`src/shared/ppc_pkg.sv`:
```
// shared constants and types for the parallel peripheral port controller
package ppc_pkg;
    localparam int CLK_HZ = 10_000_000;
    // strobe width and reader settle time, in ns
    localparam int HOLD_NS = 1000;
    localparam int HOLD_CYC = (HOLD_NS * (CLK_HZ / 1_000_000) + 999) / 1000;
    localparam logic [3:0] HOLD_LOAD = 4'(HOLD_CYC - 1);

    // control port bit positions
    localparam int CTL_ENA_N = 4;
    localparam int CTL_RP_DIR = 5;
    localparam int CTL_PG_DIR = 6;
    localparam int CTL_IRQ = 7;
    localparam logic [7:0] CTRL_RESET = 8'h7F;
    localparam logic [7:0] DATA_IDLE = 8'hFF;

    // select codes
    localparam logic [3:0] SEL_PG_RD_DATA = 4'h3;
    localparam logic [3:0] SEL_PG_RD_STAT = 4'h4;
    localparam logic [3:0] SEL_STATUS = 4'hC;

    // host flag byte positions
    localparam int FLG_OBF = 0;
    localparam int FLG_IBF = 1;
    localparam int FLG_BUSY = 2;
    localparam int FLG_CD = 3;

    // combined status byte positions, all active low
    localparam int ST_PUNCH_RDY = 0;
    localparam int ST_PUNCH_PWR = 1;
    localparam int ST_READER_RDY = 2;
    localparam int ST_READER_PWR = 3;
    localparam int ST_PRN_BUSY = 4;
    localparam int ST_PRN_ONLINE = 6;
    // printer ack and programmer ack bits are never trusted
    localparam logic [7:0] STATUS_VALID_MASK = 8'h5F;
    localparam logic [7:0] STATUS_RESET = 8'hFF;

    // command byte layout: [7] irq write, [5:4] operation, [3:0] select code
    localparam int CMD_IRQ = 7;
    localparam logic [1:0] OP_OUT = 2'h0;
    localparam logic [1:0] OP_STROBE_IN = 2'h1;
    localparam logic [1:0] OP_READER = 2'h2;
    localparam logic [1:0] OP_DETAIL = 2'h3;

    typedef struct packed {
        logic status_enable_n;
        logic printer_control_b_n;
        logic printer_control_a_n;
        logic printer_byte_strobe_n;
        logic reader_advance_right_n;
        logic reader_advance_left_n;
        logic punch_strobe_n;
        logic programmer_reset_n;
        logic programmer_status_read_req_n;
        logic programmer_data_read_req_n;
        logic programmer_write_strobe_1_n;
        logic programmer_write_strobe_2_n;
        logic programmer_write_strobe_0_n;
    } strobe_type;

    typedef struct packed {
        logic command_data_flag;
        logic controller_busy_flag;
        logic in_buffer_full_flag;
        logic out_buffer_full_flag;
    } host_flags_type;

    typedef enum logic [2:0] {
        ST_IDLE = 3'b000,
        ST_PLACE = 3'b001,
        ST_SETUP = 3'b011,
        ST_ENABLE = 3'b010,
        ST_HOLD = 3'b110,
        ST_DISABLE = 3'b111,
        ST_RESTORE = 3'b101,
        ST_REPLY = 3'b100
    } seq_state_type;
endpackage : ppc_pkg

```
`src/hdl/strobe_decoder.sv`:
```
// one-of-thirteen active-low strobe decoder with registered outputs
`timescale 1ns/10ps
module strobe_decoder (
    // clock and reset
    input wire logic clk,
    input wire logic rst,
    // control port fields
    input wire logic [3:0] code,
    input wire logic enable_n,
    // decoded strobes
    output ppc_pkg::strobe_type strobes
);
    function automatic logic [12:0] decode(input logic [3:0] c, input logic en_n);
        logic [12:0] d;
        d = 13'h1FFF;
        if (!en_n && c < 4'hD) begin
            d[c] = 1'b0;
        end
        return d;
    endfunction : decode

    always_ff @(posedge clk) begin
        if (rst) begin
            strobes <= '1;
        end else begin
            strobes <= ppc_pkg::strobe_type'(decode(code, enable_n));
        end
    end
endmodule : strobe_decoder

```
`src/hdl/host_buffer.sv`:
```
// host byte buffer with input, output and four handshake flags
`timescale 1ns/10ps
module host_buffer (
    // clock and reset
    input wire logic clk,
    input wire logic rst,
    // host strobes, already synchronised
    input wire logic sel_n,
    input wire logic rd_n,
    input wire logic wr_n,
    input wire logic addr_lsb,
    input wire logic [7:0] data_in,
    // host data drivers
    output logic [7:0] host_data_out,
    output logic host_data_oe_n,
    // controller side
    input wire logic take,
    input wire logic place,
    input wire logic [7:0] place_byte,
    input wire logic place_is_status,
    input wire logic busy,
    output logic [7:0] in_byte,
    output ppc_pkg::host_flags_type flags
);
    logic rd_act_reg;
    logic wr_act_reg;
    logic [7:0] out_byte_reg;
    logic rd_act;
    logic wr_act;
    logic wr_done;
    logic rd_start;
    logic [7:0] flag_byte;

    assign rd_act = !sel_n && !rd_n;
    assign wr_act = !sel_n && !wr_n;
    assign wr_done = wr_act_reg && !wr_act;
    assign rd_start = rd_act && !rd_act_reg;
    always_comb begin
        flag_byte = 8'h00;
        flag_byte[ppc_pkg::FLG_OBF] = flags.out_buffer_full_flag;
        flag_byte[ppc_pkg::FLG_IBF] = flags.in_buffer_full_flag;
        flag_byte[ppc_pkg::FLG_BUSY] = flags.controller_busy_flag;
        flag_byte[ppc_pkg::FLG_CD] = flags.command_data_flag;
    end

    always_ff @(posedge clk) begin
        if (rst) begin
            rd_act_reg <= 1'b0;
            wr_act_reg <= 1'b0;
        end else begin
            rd_act_reg <= rd_act;
            wr_act_reg <= wr_act;
        end
    end

    // drivers turn only on the read strobe; the controller never starts a cycle
    always_ff @(posedge clk) begin
        if (rst) begin
            host_data_oe_n <= 1'b1;
        end else begin
            host_data_oe_n <= !rd_act;
        end
    end

    always_ff @(posedge clk) begin
        if (rst) begin
            host_data_out <= 8'h00;
        end else if (rd_start) begin
            host_data_out <= addr_lsb ? flag_byte : out_byte_reg;
        end
    end

    // trailing edge of the write captures, so the data has long settled
    always_ff @(posedge clk) begin
        if (rst) begin
            in_byte <= 8'h00;
            flags.command_data_flag <= 1'b0;
        end else if (wr_done) begin
            in_byte <= data_in;
            flags.command_data_flag <= addr_lsb;
        end else if (place) begin
            flags.command_data_flag <= place_is_status;
        end
    end

    always_ff @(posedge clk) begin
        if (rst) begin
            flags.in_buffer_full_flag <= 1'b0;
        end else if (wr_done) begin
            flags.in_buffer_full_flag <= 1'b1;
        end else if (take) begin
            flags.in_buffer_full_flag <= 1'b0;
        end
    end

    always_ff @(posedge clk) begin
        if (rst) begin
            out_byte_reg <= 8'h00;
            flags.out_buffer_full_flag <= 1'b0;
        end else if (place) begin
            out_byte_reg <= place_byte;
            flags.out_buffer_full_flag <= 1'b1;
        end else if (rd_start && !addr_lsb) begin
            flags.out_buffer_full_flag <= 1'b0;
        end
    end

    always_ff @(posedge clk) begin
        if (rst) begin
            flags.controller_busy_flag <= 1'b0;
        end else begin
            flags.controller_busy_flag <= busy;
        end
    end
endmodule : host_buffer

```
`src/hdl/parallel_peripheral_port_controller.sv`:
```
// controller between host byte buffer and paper tape, printer and programmer
`timescale 1ns/10ps
// How it works
// - host starts every transfer; controller only answers
// - buffer holds byte plus four flags
// - address lsb marks command or data
// - buffer acts only while port selected
// - host drivers follow the read strobe only
// - flags show byte taken or byte placed
// - interrupt comes from control port top bit
// - init low resets and aborts peripheral work
// - low nibble selects strobe when enable low
// - two bits steer reader/punch and programmer drivers
// - strobe made by two control writes
// - idle: data ones, all drivers outward
// - output: place byte, set code, enable, disable
// - codes 0-5 drive programmer strobes
// - codes 6-8: punch, left, right advance
// - codes 9-12 printer and status; 13-15 none
// - programmer read: dir low, enable, sample, end
// - reader read: one write, dir low, sample
// - status enable turns printer pair inward
// - ack bits invalid; ack pulse sensed separately
// - detailed status derived from combined status
module parallel_peripheral_port_controller (
    // clock and reset
    input wire logic clk,
    input wire logic rst,
    input wire logic system_init_n,
    // host port
    input wire logic port_select_n,
    input wire logic host_rd_n,
    input wire logic host_wr_n,
    input wire logic host_addr_lsb,
    input wire logic [7:0] host_data_in,
    output logic [7:0] host_data_out,
    output logic host_data_oe_n,
    output logic host_irq,
    // peripheral data port
    input wire logic [7:0] periph_data_in,
    output logic [7:0] periph_data_out,
    output logic periph_data_oe_n,
    // driver pair directions, high means outward
    output logic reader_punch_dir,
    output logic programmer_dir,
    output logic printer_dir,
    // decoded strobes and acknowledge sense
    output ppc_pkg::strobe_type strobes,
    input wire logic pulse_sense_input
);
    // pin synchronisers
    logic [11:0] host_s1_reg;
    logic [11:0] host_s2_reg;
    logic [7:0] pdata_s1_reg;
    logic [7:0] pdata_s2_reg;
    logic init_s1_reg;
    logic init_s2_reg;
    logic ack_s1_reg;
    logic ack_s2_reg;
    logic ack_s3_reg;
    logic srst;

    always_ff @(posedge clk) begin
        if (rst) begin
            host_s1_reg <= 12'hE00;
            host_s2_reg <= 12'hE00;
            init_s1_reg <= 1'b1;
            init_s2_reg <= 1'b1;
            ack_s1_reg <= 1'b1;
            ack_s2_reg <= 1'b1;
            ack_s3_reg <= 1'b1;
            pdata_s1_reg <= 8'hFF;
            pdata_s2_reg <= 8'hFF;
        end else begin
            host_s1_reg <= {port_select_n, host_rd_n, host_wr_n, host_addr_lsb, host_data_in};
            host_s2_reg <= host_s1_reg;
            init_s1_reg <= system_init_n;
            init_s2_reg <= init_s1_reg;
            ack_s1_reg <= pulse_sense_input;
            ack_s2_reg <= ack_s1_reg;
            ack_s3_reg <= ack_s2_reg;
            pdata_s1_reg <= periph_data_in;
            pdata_s2_reg <= pdata_s1_reg;
        end
    end

    // init aborts whatever sequence runs and returns the port to idle
    assign srst = rst || !init_s2_reg;

    ppc_pkg::host_flags_type flags;
    logic [7:0] in_byte;
    logic take;
    logic place;
    logic [7:0] place_byte;
    logic place_is_status;
    logic busy;

    host_buffer buffer (
        .clk(clk),
        .rst(srst),
        .sel_n(host_s2_reg[11]),
        .rd_n(host_s2_reg[10]),
        .wr_n(host_s2_reg[9]),
        .addr_lsb(host_s2_reg[8]),
        .data_in(host_s2_reg[7:0]),
        .host_data_out(host_data_out),
        .host_data_oe_n(host_data_oe_n),
        .take(take),
        .place(place),
        .place_byte(place_byte),
        .place_is_status(place_is_status),
        .busy(busy),
        .in_byte(in_byte),
        .flags(flags)
    );

    // sequencer
    ppc_pkg::seq_state_type state_reg;
    logic [7:0] ctrl_reg;
    logic [7:0] out_data_reg;
    logic [7:0] sample_reg;
    logic [7:0] status_reg;
    logic [3:0] hold_reg;
    logic [1:0] op_reg;
    logic ack_seen_reg;
    logic [7:0] detail;
    logic is_cmd;
    logic ack_edge;
    logic ack_clear;

    assign is_cmd = flags.in_buffer_full_flag && flags.command_data_flag;
    // data bytes are taken whenever the sequencer is idle; commands only when the reply slot is also free
    assign take = (state_reg == ppc_pkg::ST_IDLE) && flags.in_buffer_full_flag
                  && (!flags.command_data_flag || !flags.out_buffer_full_flag);
    assign busy = state_reg != ppc_pkg::ST_IDLE;
    assign place = state_reg == ppc_pkg::ST_REPLY;
    assign place_is_status = op_reg == ppc_pkg::OP_DETAIL;
    assign place_byte = (op_reg == ppc_pkg::OP_DETAIL) ? detail : sample_reg;

    always_ff @(posedge clk) begin
        if (srst) begin
            state_reg <= ppc_pkg::ST_IDLE;
            op_reg <= ppc_pkg::OP_OUT;
        end else begin
            unique case (state_reg)
                ppc_pkg::ST_IDLE: begin
                    if (take && is_cmd && !in_byte[ppc_pkg::CMD_IRQ]) begin
                        op_reg <= in_byte[5:4];
                        unique case (in_byte[5:4])
                            ppc_pkg::OP_OUT: state_reg <= ppc_pkg::ST_PLACE;
                            ppc_pkg::OP_DETAIL: state_reg <= ppc_pkg::ST_REPLY;
                            default: state_reg <= ppc_pkg::ST_SETUP;
                        endcase
                    end
                end
                ppc_pkg::ST_PLACE: state_reg <= ppc_pkg::ST_SETUP;
                ppc_pkg::ST_SETUP: begin
                    if (op_reg == ppc_pkg::OP_READER) begin
                        state_reg <= ppc_pkg::ST_HOLD;
                    end else begin
                        state_reg <= ppc_pkg::ST_ENABLE;
                    end
                end
                ppc_pkg::ST_ENABLE: state_reg <= ppc_pkg::ST_HOLD;
                ppc_pkg::ST_HOLD: begin
                    if (hold_reg == 4'h0) begin
                        if (op_reg == ppc_pkg::OP_READER) begin
                            state_reg <= ppc_pkg::ST_RESTORE;
                        end else begin
                            state_reg <= ppc_pkg::ST_DISABLE;
                        end
                    end
                end
                ppc_pkg::ST_DISABLE: state_reg <= ppc_pkg::ST_RESTORE;
                ppc_pkg::ST_RESTORE: begin
                    if (op_reg == ppc_pkg::OP_OUT) begin
                        state_reg <= ppc_pkg::ST_IDLE;
                    end else begin
                        state_reg <= ppc_pkg::ST_REPLY;
                    end
                end
                ppc_pkg::ST_REPLY: state_reg <= ppc_pkg::ST_IDLE;
            endcase
        end
    end

    always_ff @(posedge clk) begin
        if (srst) begin
            hold_reg <= 4'h0;
        end else if (state_reg == ppc_pkg::ST_HOLD) begin
            hold_reg <= hold_reg - 4'h1;
        end else begin
            hold_reg <= ppc_pkg::HOLD_LOAD;
        end
    end

    // control port: every change is one whole write, as the decoder expects
    always_ff @(posedge clk) begin
        if (srst) begin
            ctrl_reg <= ppc_pkg::CTRL_RESET;
        end else begin
            unique case (state_reg)
                ppc_pkg::ST_IDLE: begin
                    if (take && is_cmd && in_byte[ppc_pkg::CMD_IRQ]) begin
                        ctrl_reg[ppc_pkg::CTL_IRQ] <= in_byte[0];
                    end
                end
                ppc_pkg::ST_SETUP: begin
                    ctrl_reg[3:0] <= in_byte[3:0];
                    ctrl_reg[ppc_pkg::CTL_ENA_N] <= 1'b1;
                    ctrl_reg[ppc_pkg::CTL_RP_DIR] <= op_reg != ppc_pkg::OP_READER;
                    ctrl_reg[ppc_pkg::CTL_PG_DIR] <= !(op_reg == ppc_pkg::OP_STROBE_IN
                        && (in_byte[3:0] == ppc_pkg::SEL_PG_RD_DATA
                        || in_byte[3:0] == ppc_pkg::SEL_PG_RD_STAT));
                end
                ppc_pkg::ST_ENABLE: ctrl_reg[ppc_pkg::CTL_ENA_N] <= 1'b0;
                ppc_pkg::ST_DISABLE: ctrl_reg[ppc_pkg::CTL_ENA_N] <= 1'b1;
                ppc_pkg::ST_RESTORE: begin
                    ctrl_reg[ppc_pkg::CTL_RP_DIR] <= 1'b1;
                    ctrl_reg[ppc_pkg::CTL_PG_DIR] <= 1'b1;
                end
                default: ctrl_reg <= ctrl_reg;
            endcase
        end
    end

    always_ff @(posedge clk) begin
        if (srst) begin
            host_irq <= 1'b0;
            reader_punch_dir <= 1'b1;
            programmer_dir <= 1'b1;
        end else begin
            host_irq <= ctrl_reg[ppc_pkg::CTL_IRQ];
            reader_punch_dir <= ctrl_reg[ppc_pkg::CTL_RP_DIR];
            programmer_dir <= ctrl_reg[ppc_pkg::CTL_PG_DIR];
        end
    end

    strobe_decoder decoder (
        .clk(clk),
        .rst(srst),
        .code(ctrl_reg[3:0]),
        .enable_n(ctrl_reg[ppc_pkg::CTL_ENA_N]),
        .strobes(strobes)
    );

    // the printer pair looks inward only while the status strobe is low
    always_ff @(posedge clk) begin
        if (srst) begin
            printer_dir <= 1'b1;
        end else begin
            printer_dir <= !(!ctrl_reg[ppc_pkg::CTL_ENA_N]
                && ctrl_reg[3:0] == ppc_pkg::SEL_STATUS);
        end
    end

    // peripheral data port
    always_ff @(posedge clk) begin
        if (srst) begin
            out_data_reg <= ppc_pkg::DATA_IDLE;
        end else if (take && !flags.command_data_flag) begin
            out_data_reg <= in_byte;
        end
    end

    always_ff @(posedge clk) begin
        if (srst) begin
            periph_data_out <= ppc_pkg::DATA_IDLE;
            periph_data_oe_n <= 1'b1;
        end else if (state_reg == ppc_pkg::ST_PLACE) begin
            periph_data_out <= out_data_reg;
            periph_data_oe_n <= 1'b0;
        end else if (state_reg == ppc_pkg::ST_RESTORE) begin
            periph_data_out <= ppc_pkg::DATA_IDLE;
            periph_data_oe_n <= 1'b1;
        end
    end

    // sample at the end of the strobe, after the input synchroniser settles
    always_ff @(posedge clk) begin
        if (srst) begin
            sample_reg <= 8'h00;
            status_reg <= ppc_pkg::STATUS_RESET;
        end else if (state_reg == ppc_pkg::ST_HOLD && hold_reg == 4'h0) begin
            sample_reg <= pdata_s2_reg;
            if (op_reg == ppc_pkg::OP_STROBE_IN && ctrl_reg[3:0] == ppc_pkg::SEL_STATUS) begin
                status_reg <= pdata_s2_reg | ~ppc_pkg::STATUS_VALID_MASK;
            end
        end
    end

    // short acknowledge pulses are caught on their falling edge
    assign ack_edge = ack_s3_reg && !ack_s2_reg;
    assign ack_clear = place && op_reg == ppc_pkg::OP_DETAIL && in_byte[1:0] == 2'h3;
    always_ff @(posedge clk) begin
        if (srst) begin
            ack_seen_reg <= 1'b0;
        end else if (ack_edge) begin
            ack_seen_reg <= 1'b1;
        end else if (ack_clear) begin
            ack_seen_reg <= 1'b0;
        end
    end

    // detail byte, active high: [0] ready or busy, [1] powered or online, [2] ack
    always_comb begin
        detail = 8'h00;
        unique case (in_byte[1:0])
            2'h0: begin
                detail[0] = !status_reg[ppc_pkg::ST_PUNCH_RDY];
                detail[1] = !status_reg[ppc_pkg::ST_PUNCH_PWR];
            end
            2'h1: begin
                detail[0] = !status_reg[ppc_pkg::ST_READER_RDY];
                detail[1] = !status_reg[ppc_pkg::ST_READER_PWR];
            end
            2'h2: begin
                detail[0] = !status_reg[ppc_pkg::ST_PRN_BUSY];
                detail[1] = !status_reg[ppc_pkg::ST_PRN_ONLINE];
            end
            2'h3: detail[2] = ack_seen_reg;
        endcase
    end
endmodule : parallel_peripheral_port_controller

```
`config.mk`:
```
export PLATFORM = sky130hd
export DESIGN_NAME = parallel_peripheral_port_controller
export DESIGN_NICKNAME = d
export VERILOG_FILES = /design/src/shared/ppc_pkg.sv /design/src/hdl/strobe_decoder.sv /design/src/hdl/host_buffer.sv /design/src/hdl/parallel_peripheral_port_controller.sv
export SDC_FILE = /design/constraint.sdc
export NUM_CORES = 1
export LEC_CHECK = 0
export BUFFER_PORTS_ARGS = -buffer_cell sky130_fd_sc_hd__buf_2
export CORE_UTILIZATION = 60
export CTS_BUF_LIST = sky130_fd_sc_hd__clkbuf_8
export CTS_CLUSTER_SIZE = 8
export DETAILED_ROUTE_END_ITERATION = 7
export MAX_ROUTING_LAYER = met4
export PLACE_DENSITY = 0.82
export RECOVER_POWER = 100
export SYNTH_ARGS = -nofsm -noshare
export SYNTH_HDL_FRONTEND = slang
export SYNTH_SLANG_ARGS = --single-unit
```
`constraint.sdc`:
```
create_clock -name clk -period 2 [get_ports clk]
set_input_delay 0.4 -clock clk [delete_from_list [all_inputs] [get_ports clk]]
set_output_delay 0.4 -clock clk [all_outputs]
set_load 0.02 [all_outputs]
```
Word-level counts from Yosys, hierarchy flattened

Cells that the tools add are included.

Equal/unequal tests: 20
$add $sub $neg: 1
Reductions and logical operators: 65
Bitwise gates (word level): 3
Order comparisons: 3
Muxes and demuxes: 28

Operators by type and width:

| cell                                                                                 | number |
|---|---|
| 8-bit 2-to-1 mux                                                                     | 4 |
| 3-bit case mux with 8 select lines                                                   | 1 |
| 1-bit logical AND                                                                    | 21 |
| 1-bit zero test                                                                      | 21 |
| 2-bit nonzero test                                                                   | 7 |
| 13-bit inverter                                                                      | 1 |
| 3-bit equality test (second input constant)                                          | 4 |
| 1-bit 2-to-1 mux                                                                     | 12 |
| 3-bit 2-to-1 mux                                                                     | 4 |
| 2-bit equality test (second input constant)                                          | 5 |
| 2-bit AND reduction                                                                  | 4 |
| 3-bit by 2-bit equality test with 1-bit output (second input constant)               | 2 |
| 2-bit zero test                                                                      | 3 |
| 2-bit case mux with 3 select lines                                                   | 1 |
| 3-bit case mux with 2 select lines                                                   | 1 |
| 2-bit OR reduction                                                                   | 3 |
| 4-bit by 5-bit < comparator with 1-bit output (second input constant)                | 1 |
| 1-bit demux with 4-bit select                                                        | 1 |
| 2-bit by 1-bit equality test with 1-bit output (second input constant)               | 2 |
| 4-bit by 2-bit equality test with 1-bit output (second input constant)               | 1 |
| 4-bit by 3-bit equality test with 1-bit output (second input constant)               | 1 |
| 4-bit equality test (second input constant)                                          | 1 |
| 4-bit by 1-bit greater-or-equal comparator with 1-bit output (second input constant) | 1 |
| 4-bit zero test                                                                      | 1 |
| 13 further kinds                                                                     | 17 |

Output and inout bits: 35
Bits in registers: 142

Logic depth before layout (Yosys ltp)

Depth after elaboration: 7
Mapped depth: 6
Gate-level depth less buffers: 5

Modules after synthesis

From an unflattened synthesis, not the netlist that was laid out.

Cells, all modules: 523
Area total of the unflattened synthesis: 5083.6 µm²

By module, submodules not included:

| module                              | cells an instance | area each (µm²) | sequential area each (µm²) | instances |
|---|---|---|---|---|
| parallel_peripheral_port_controller | 372               | 3565.9          | 1961.9                     | 1 |
| host_buffer                         | 118               | 1137.3          | 620.6                      | 1 |
| strobe_decoder                      | 33                | 380.4           | 260.2                      | 1 |

Least setup slack after synthesis

No wires, ideal clock.

Path kind: reg-to-reg
Start: register hold_reg[0]
End: register status_reg[0]
Buffers on the path: 1
Data required time: 1928 ps
Path slack: 422 ps
Cell stages (with the launch flop): 7
Arrival time: 1506 ps
Path through: dfxtp_1 > inv_1 > ha_1 > nor3b_2 > and4_1 > buf_2 > mux2i_1

Longest elaborated chain between the ends: 3

RTL lines:

| what                                 | RTL line                                   | RTL |
|---|---|---|
| from (decl)                          | parallel_peripheral_port_controller.sv:123 | `logic [3:0] hold_reg;` |
| from (signal assigned)               | parallel_peripheral_port_controller.sv:191 | `hold_reg <= hold_reg - 4'h1;` |
| from (signal assigned)               | parallel_peripheral_port_controller.sv:193 | `hold_reg <= ppc_pkg::HOLD_LOAD;` |
| 4-bit zero test                      | parallel_peripheral_port_controller.sv:284 | `end else if (state_reg == ppc_pkg::ST_HOLD && hold_reg == 4'h0) begin` |
| 1-bit logical AND                    | parallel_peripheral_port_controller.sv:284 |  |
| 2-bit AND reduction (no source line) | n/a                                        |  |
| to (signal assigned)                 | parallel_peripheral_port_controller.sv:283 | `status_reg <= ppc_pkg::STATUS_RESET;` |
| to (signal assigned)                 | parallel_peripheral_port_controller.sv:287 | `status_reg <= pdata_s2_reg \| ~ppc_pkg::STATUS_VALID_MASK;` |
| to (decl)                            | parallel_peripheral_port_controller.sv:122 | `logic [7:0] status_reg;` |

Every way passes these cells.
A chain may end at the register's enable or synchronous reset.

Final worst setup path

Start: register state_reg[1]
End: register sample_reg[5]

Longest elaborated chain between the ends: 2

RTL lines:

| what                   | RTL line                                   | RTL |
|---|---|---|
| from (decl)            | parallel_peripheral_port_controller.sv:118 | `ppc_pkg::seq_state_type state_reg;` |
| from (signal assigned) | parallel_peripheral_port_controller.sv:142 | `state_reg <= ppc_pkg::ST_IDLE;` |
| from (signal assigned) | parallel_peripheral_port_controller.sv:150 | `ppc_pkg::OP_OUT: state_reg <= ppc_pkg::ST_PLACE;` |
| from (signal assigned) | parallel_peripheral_port_controller.sv:151 | `ppc_pkg::OP_DETAIL: state_reg <= ppc_pkg::ST_REPLY;` |
| 3-bit equality test    | parallel_peripheral_port_controller.sv:284 |  |
| 1-bit logical AND      | parallel_peripheral_port_controller.sv:284 |  |
| to (signal assigned)   | parallel_peripheral_port_controller.sv:285 | `sample_reg <= pdata_s2_reg;` |
| to (decl)              | parallel_peripheral_port_controller.sv:121 | `logic [7:0] sample_reg;` |

Every way passes these cells.

==> results.md <==
- # nets final: 608
- Synth Area in Compound Gates: a little under an eighth
- ANT nets after route: 0
- Gate count of the mapped netlist: 525
- Crit end category: flop
- RSZ-0062 raised after global routing: no
- Commonest non-fill, non-tap cells in the layout: 142 x dfxtp_1, 49 x nand2_1, 41 x clkbuf_1, 37 x o21ai_0, 35 x a21oi_1
- Worst setup SP type: flop
- Post-DR wirelength/cell: 13.96 µm
- Number of remaining DRC errors: 0
- Port bufs: a little under 60
- Final-layout fill cell count: roughly 600
- Placed wire-length estimate: 6.249 mm
- Global placer's final weighted congestion: 0.8535
- Area growth, synth to finish: 14.86%
- Placed cell count: about 660
- Fraction of layout cells with a size suffix above 1: about 18%
- Clk sink count: about 140
- CP Max Fanout: 20
- Core ar.: 0.007888 mm²
- Die height: slightly above 90 µm
- Main combinational cell family by area after synthesis: simple AND/OR/NAND/NOR gates
- Flops & latches, synth: 142
- Register area share after synthesis: a little under three fifths
- Worst path required time: 2310 ps
- Minimum clock period: 1839 ps
- CTS tree: yes
- Pre-Repair DR Iteration Count: 5
- Vias per inst: 5.494
- Worst-Skew Late Latency: 440 ps
- Die X: 93.31 µm
- Post-synthesis mux area share: 3.252%
- Clk_skew: about 14 ps
- Top Ports: ~60
- Main synth FF type: dfxtp_1
- WL final: 9.714 mm
- LEAKAGE: approximately 2 nW
- Register clock-pin slew on the reported worst setup and hold paths: 80 ps
- Iter 0 DRT Violations: 290
- CP max stage cell: dfxtp_1
- Critical Path Max Stage Delay: 730 ps
- Detail Route met2 WL: 4.683 mm
- First-pass GRT wire length: between 15 and 20 mm
- Final global-route overflow total: 0
- Top-area cell type share of the netlist area: a little under three fifths
- Buf/Inv on CP: 0
- EDFF count, synth: 0
- Max VDD drop: 0.0005958 V
- Critical path type: reg2reg
- Cell family with the largest share of critical-path delay: flip-flops
- Most common cell after layout, fill and taps aside: dfxtp_1
- Setup Slack @ Placement: 209.5 ps
- Vias in the first global route: between 3,000 and 4,000
- Final hold vios: 0
- Post-Synth Adder-Cell Area: 0.7504%
- Yosys warning count: 0
- Mean Syn Cell Area: ~9.5 µm²
- Global-route usage over all layers: 24.65%
- Setup bufs post-CTS: 0
- Start point of the critical path: state_reg[1]
- Hold_buf cts: 0
- Root Buffer Master: clkbuf_8
- CP arrival: around 2200 ps
- Worst Max-Slew Pin Slew: 783.1 ps
- Setup TNS: 0 ps
- Cell variety after synth: 49
- Worst path cell trace: nand3b_1, o21ai_0, a21oi_1
- Worst Slack Setup Final: 161.4 ps
- Share of flip-flops with an asynchronous set or reset: 0%
- Met3 wire len: 582 µm
- Max Cap Viol: 0
- Min-Delay Path Class: in2reg
- CTS Buffer Depth: 2
- DR top layer: met4
- Pwr dens: a little over 900 mW/mm²
- Simple-gate share of the synthesized area: between 20% and 30%
- Hold path startpoint: host_rd_n
- Max FFs per register: 13
- Synth Net Count: 552
- Number of inserted diodes: 0
- Post-synthesis cell area: around 0.0050 mm²
- Row count: 32
- Post-Synth XOR/XNOR Area: 0.5253%
- WHS: 137.3 ps
- H-tree level count: 4
- Worst r2r src: state_reg[1]
- Largest net degree at the start of global routing: between 50 and 60
- Slew margin rel.: 47.80%
- Status: finished, final reports clean
- DR vias: ~3,800
- Slew Viols, Final: 0
- Finished Layout Cells: 696
- Initial Util: 63.42%
- Fmax: 0.5439 GHz
- Wl on met1: between 4 and 5 mm
- Placed Area: between 0.005 and 0.006 mm²
- Final Cell Area: 0.005746 mm²
- Die footprint: just under 0.009 mm²
- Leading area contributor after synthesis: dfxtp_1
- Antenna violations before repair: 0
- Fin crit share: 91.93%
- Synth top area cells: dfxtp_1 57%, o21ai_0 3.7%, nand2_1 3.7%
- Total CTS buffers: 17
- Final Setup Violations: 0
stage by stage:
stage	total power [W]	utilization, %
2_1_floorplan	0.003050	-
3_3_place_gp	0.003100	68.56
3_5_place_dp	0.003108	68.56
4_1_cts	0.005387	73.81
5_1_grt	0.005536	72.84
6_report	0.005352	72.84
path summary, 6_finish.rpt:
path	end	slack, ps	cells after the start
worst min register to register	pdata_s2_reg[1]	410	1
worst max register to register	sample_reg[5]	160	3
worst min-delay path	host_s1_reg[10]	140	2
worst max-delay path	sample_reg[5]	160	3
area by class of cell:
class | instances | area (µm²) | share of cell area [%]
multi-input combinational | 339 | 1974 | 34.36
sequential | 142 | 2843 | 49.48
clock inverter | 13 | 152.6 | 2.657
timing repair buffer | 75 | 364.1 | 6.337
inverter | 6 | 22.52 | 0.3920
clock buffer | 19 | 261.5 | 4.551
tap | 102 | 127.6 | 2.221
cell usage after synthesis (3+ instances only):
master	count
nor2_1	28
o41ai_1	3
nor3_1	16
dfxtp_1	142
and2_1	3
nand2b_1	10
nand3b_1	8
clkbuf_1	28
a211oi_1	4
nand3_1	34
o21ai_0	37
a21oi_1	35
nor2b_1	26
buf_6	3
or2_2	28
inv_1	6
mux2i_1	14
buf_2	4
buf_1	3
nand2_1	49
ha_1	3
routing by layer:
layer | global-route usage (%) | up-vias
li1 | - | 1905
met1 | 30.48 | 1758
met2 | 38.36 | 143
met3 | 6.423 | 18
met4 | 10.38 | 0
met5 | - | -
worst register-to-register path: stages, from the launching register on:
cell,delay (ps)
dfxtp_1,730
nand3b_1,460
o21ai_0,400
a21oi_1,130
logic make-up after synthesis:
kind of cell | count (synthesis)
fa+ha+maj | 3
mux | 16
buf+inv | 44
simple gates | 219
compound gates | 98
xor+xnor | 3
flops | 142
where the power goes:
group	total, W	switching (W)	internal [W]
Clock	0.00232	0.00111	0.00120
Combinational	0.000142	0.0000783	0.0000640
Sequential	0.00289	0.0000218	0.00287
timing repair:
action / 4_1_cts / 5_1_grt
setup endpoints to repair: 0 / 1
endpoints found under the hold margin: 0 / 0
resized for setup: 0 / 1
Note: power is estimated with default switching activity, not from simulation.
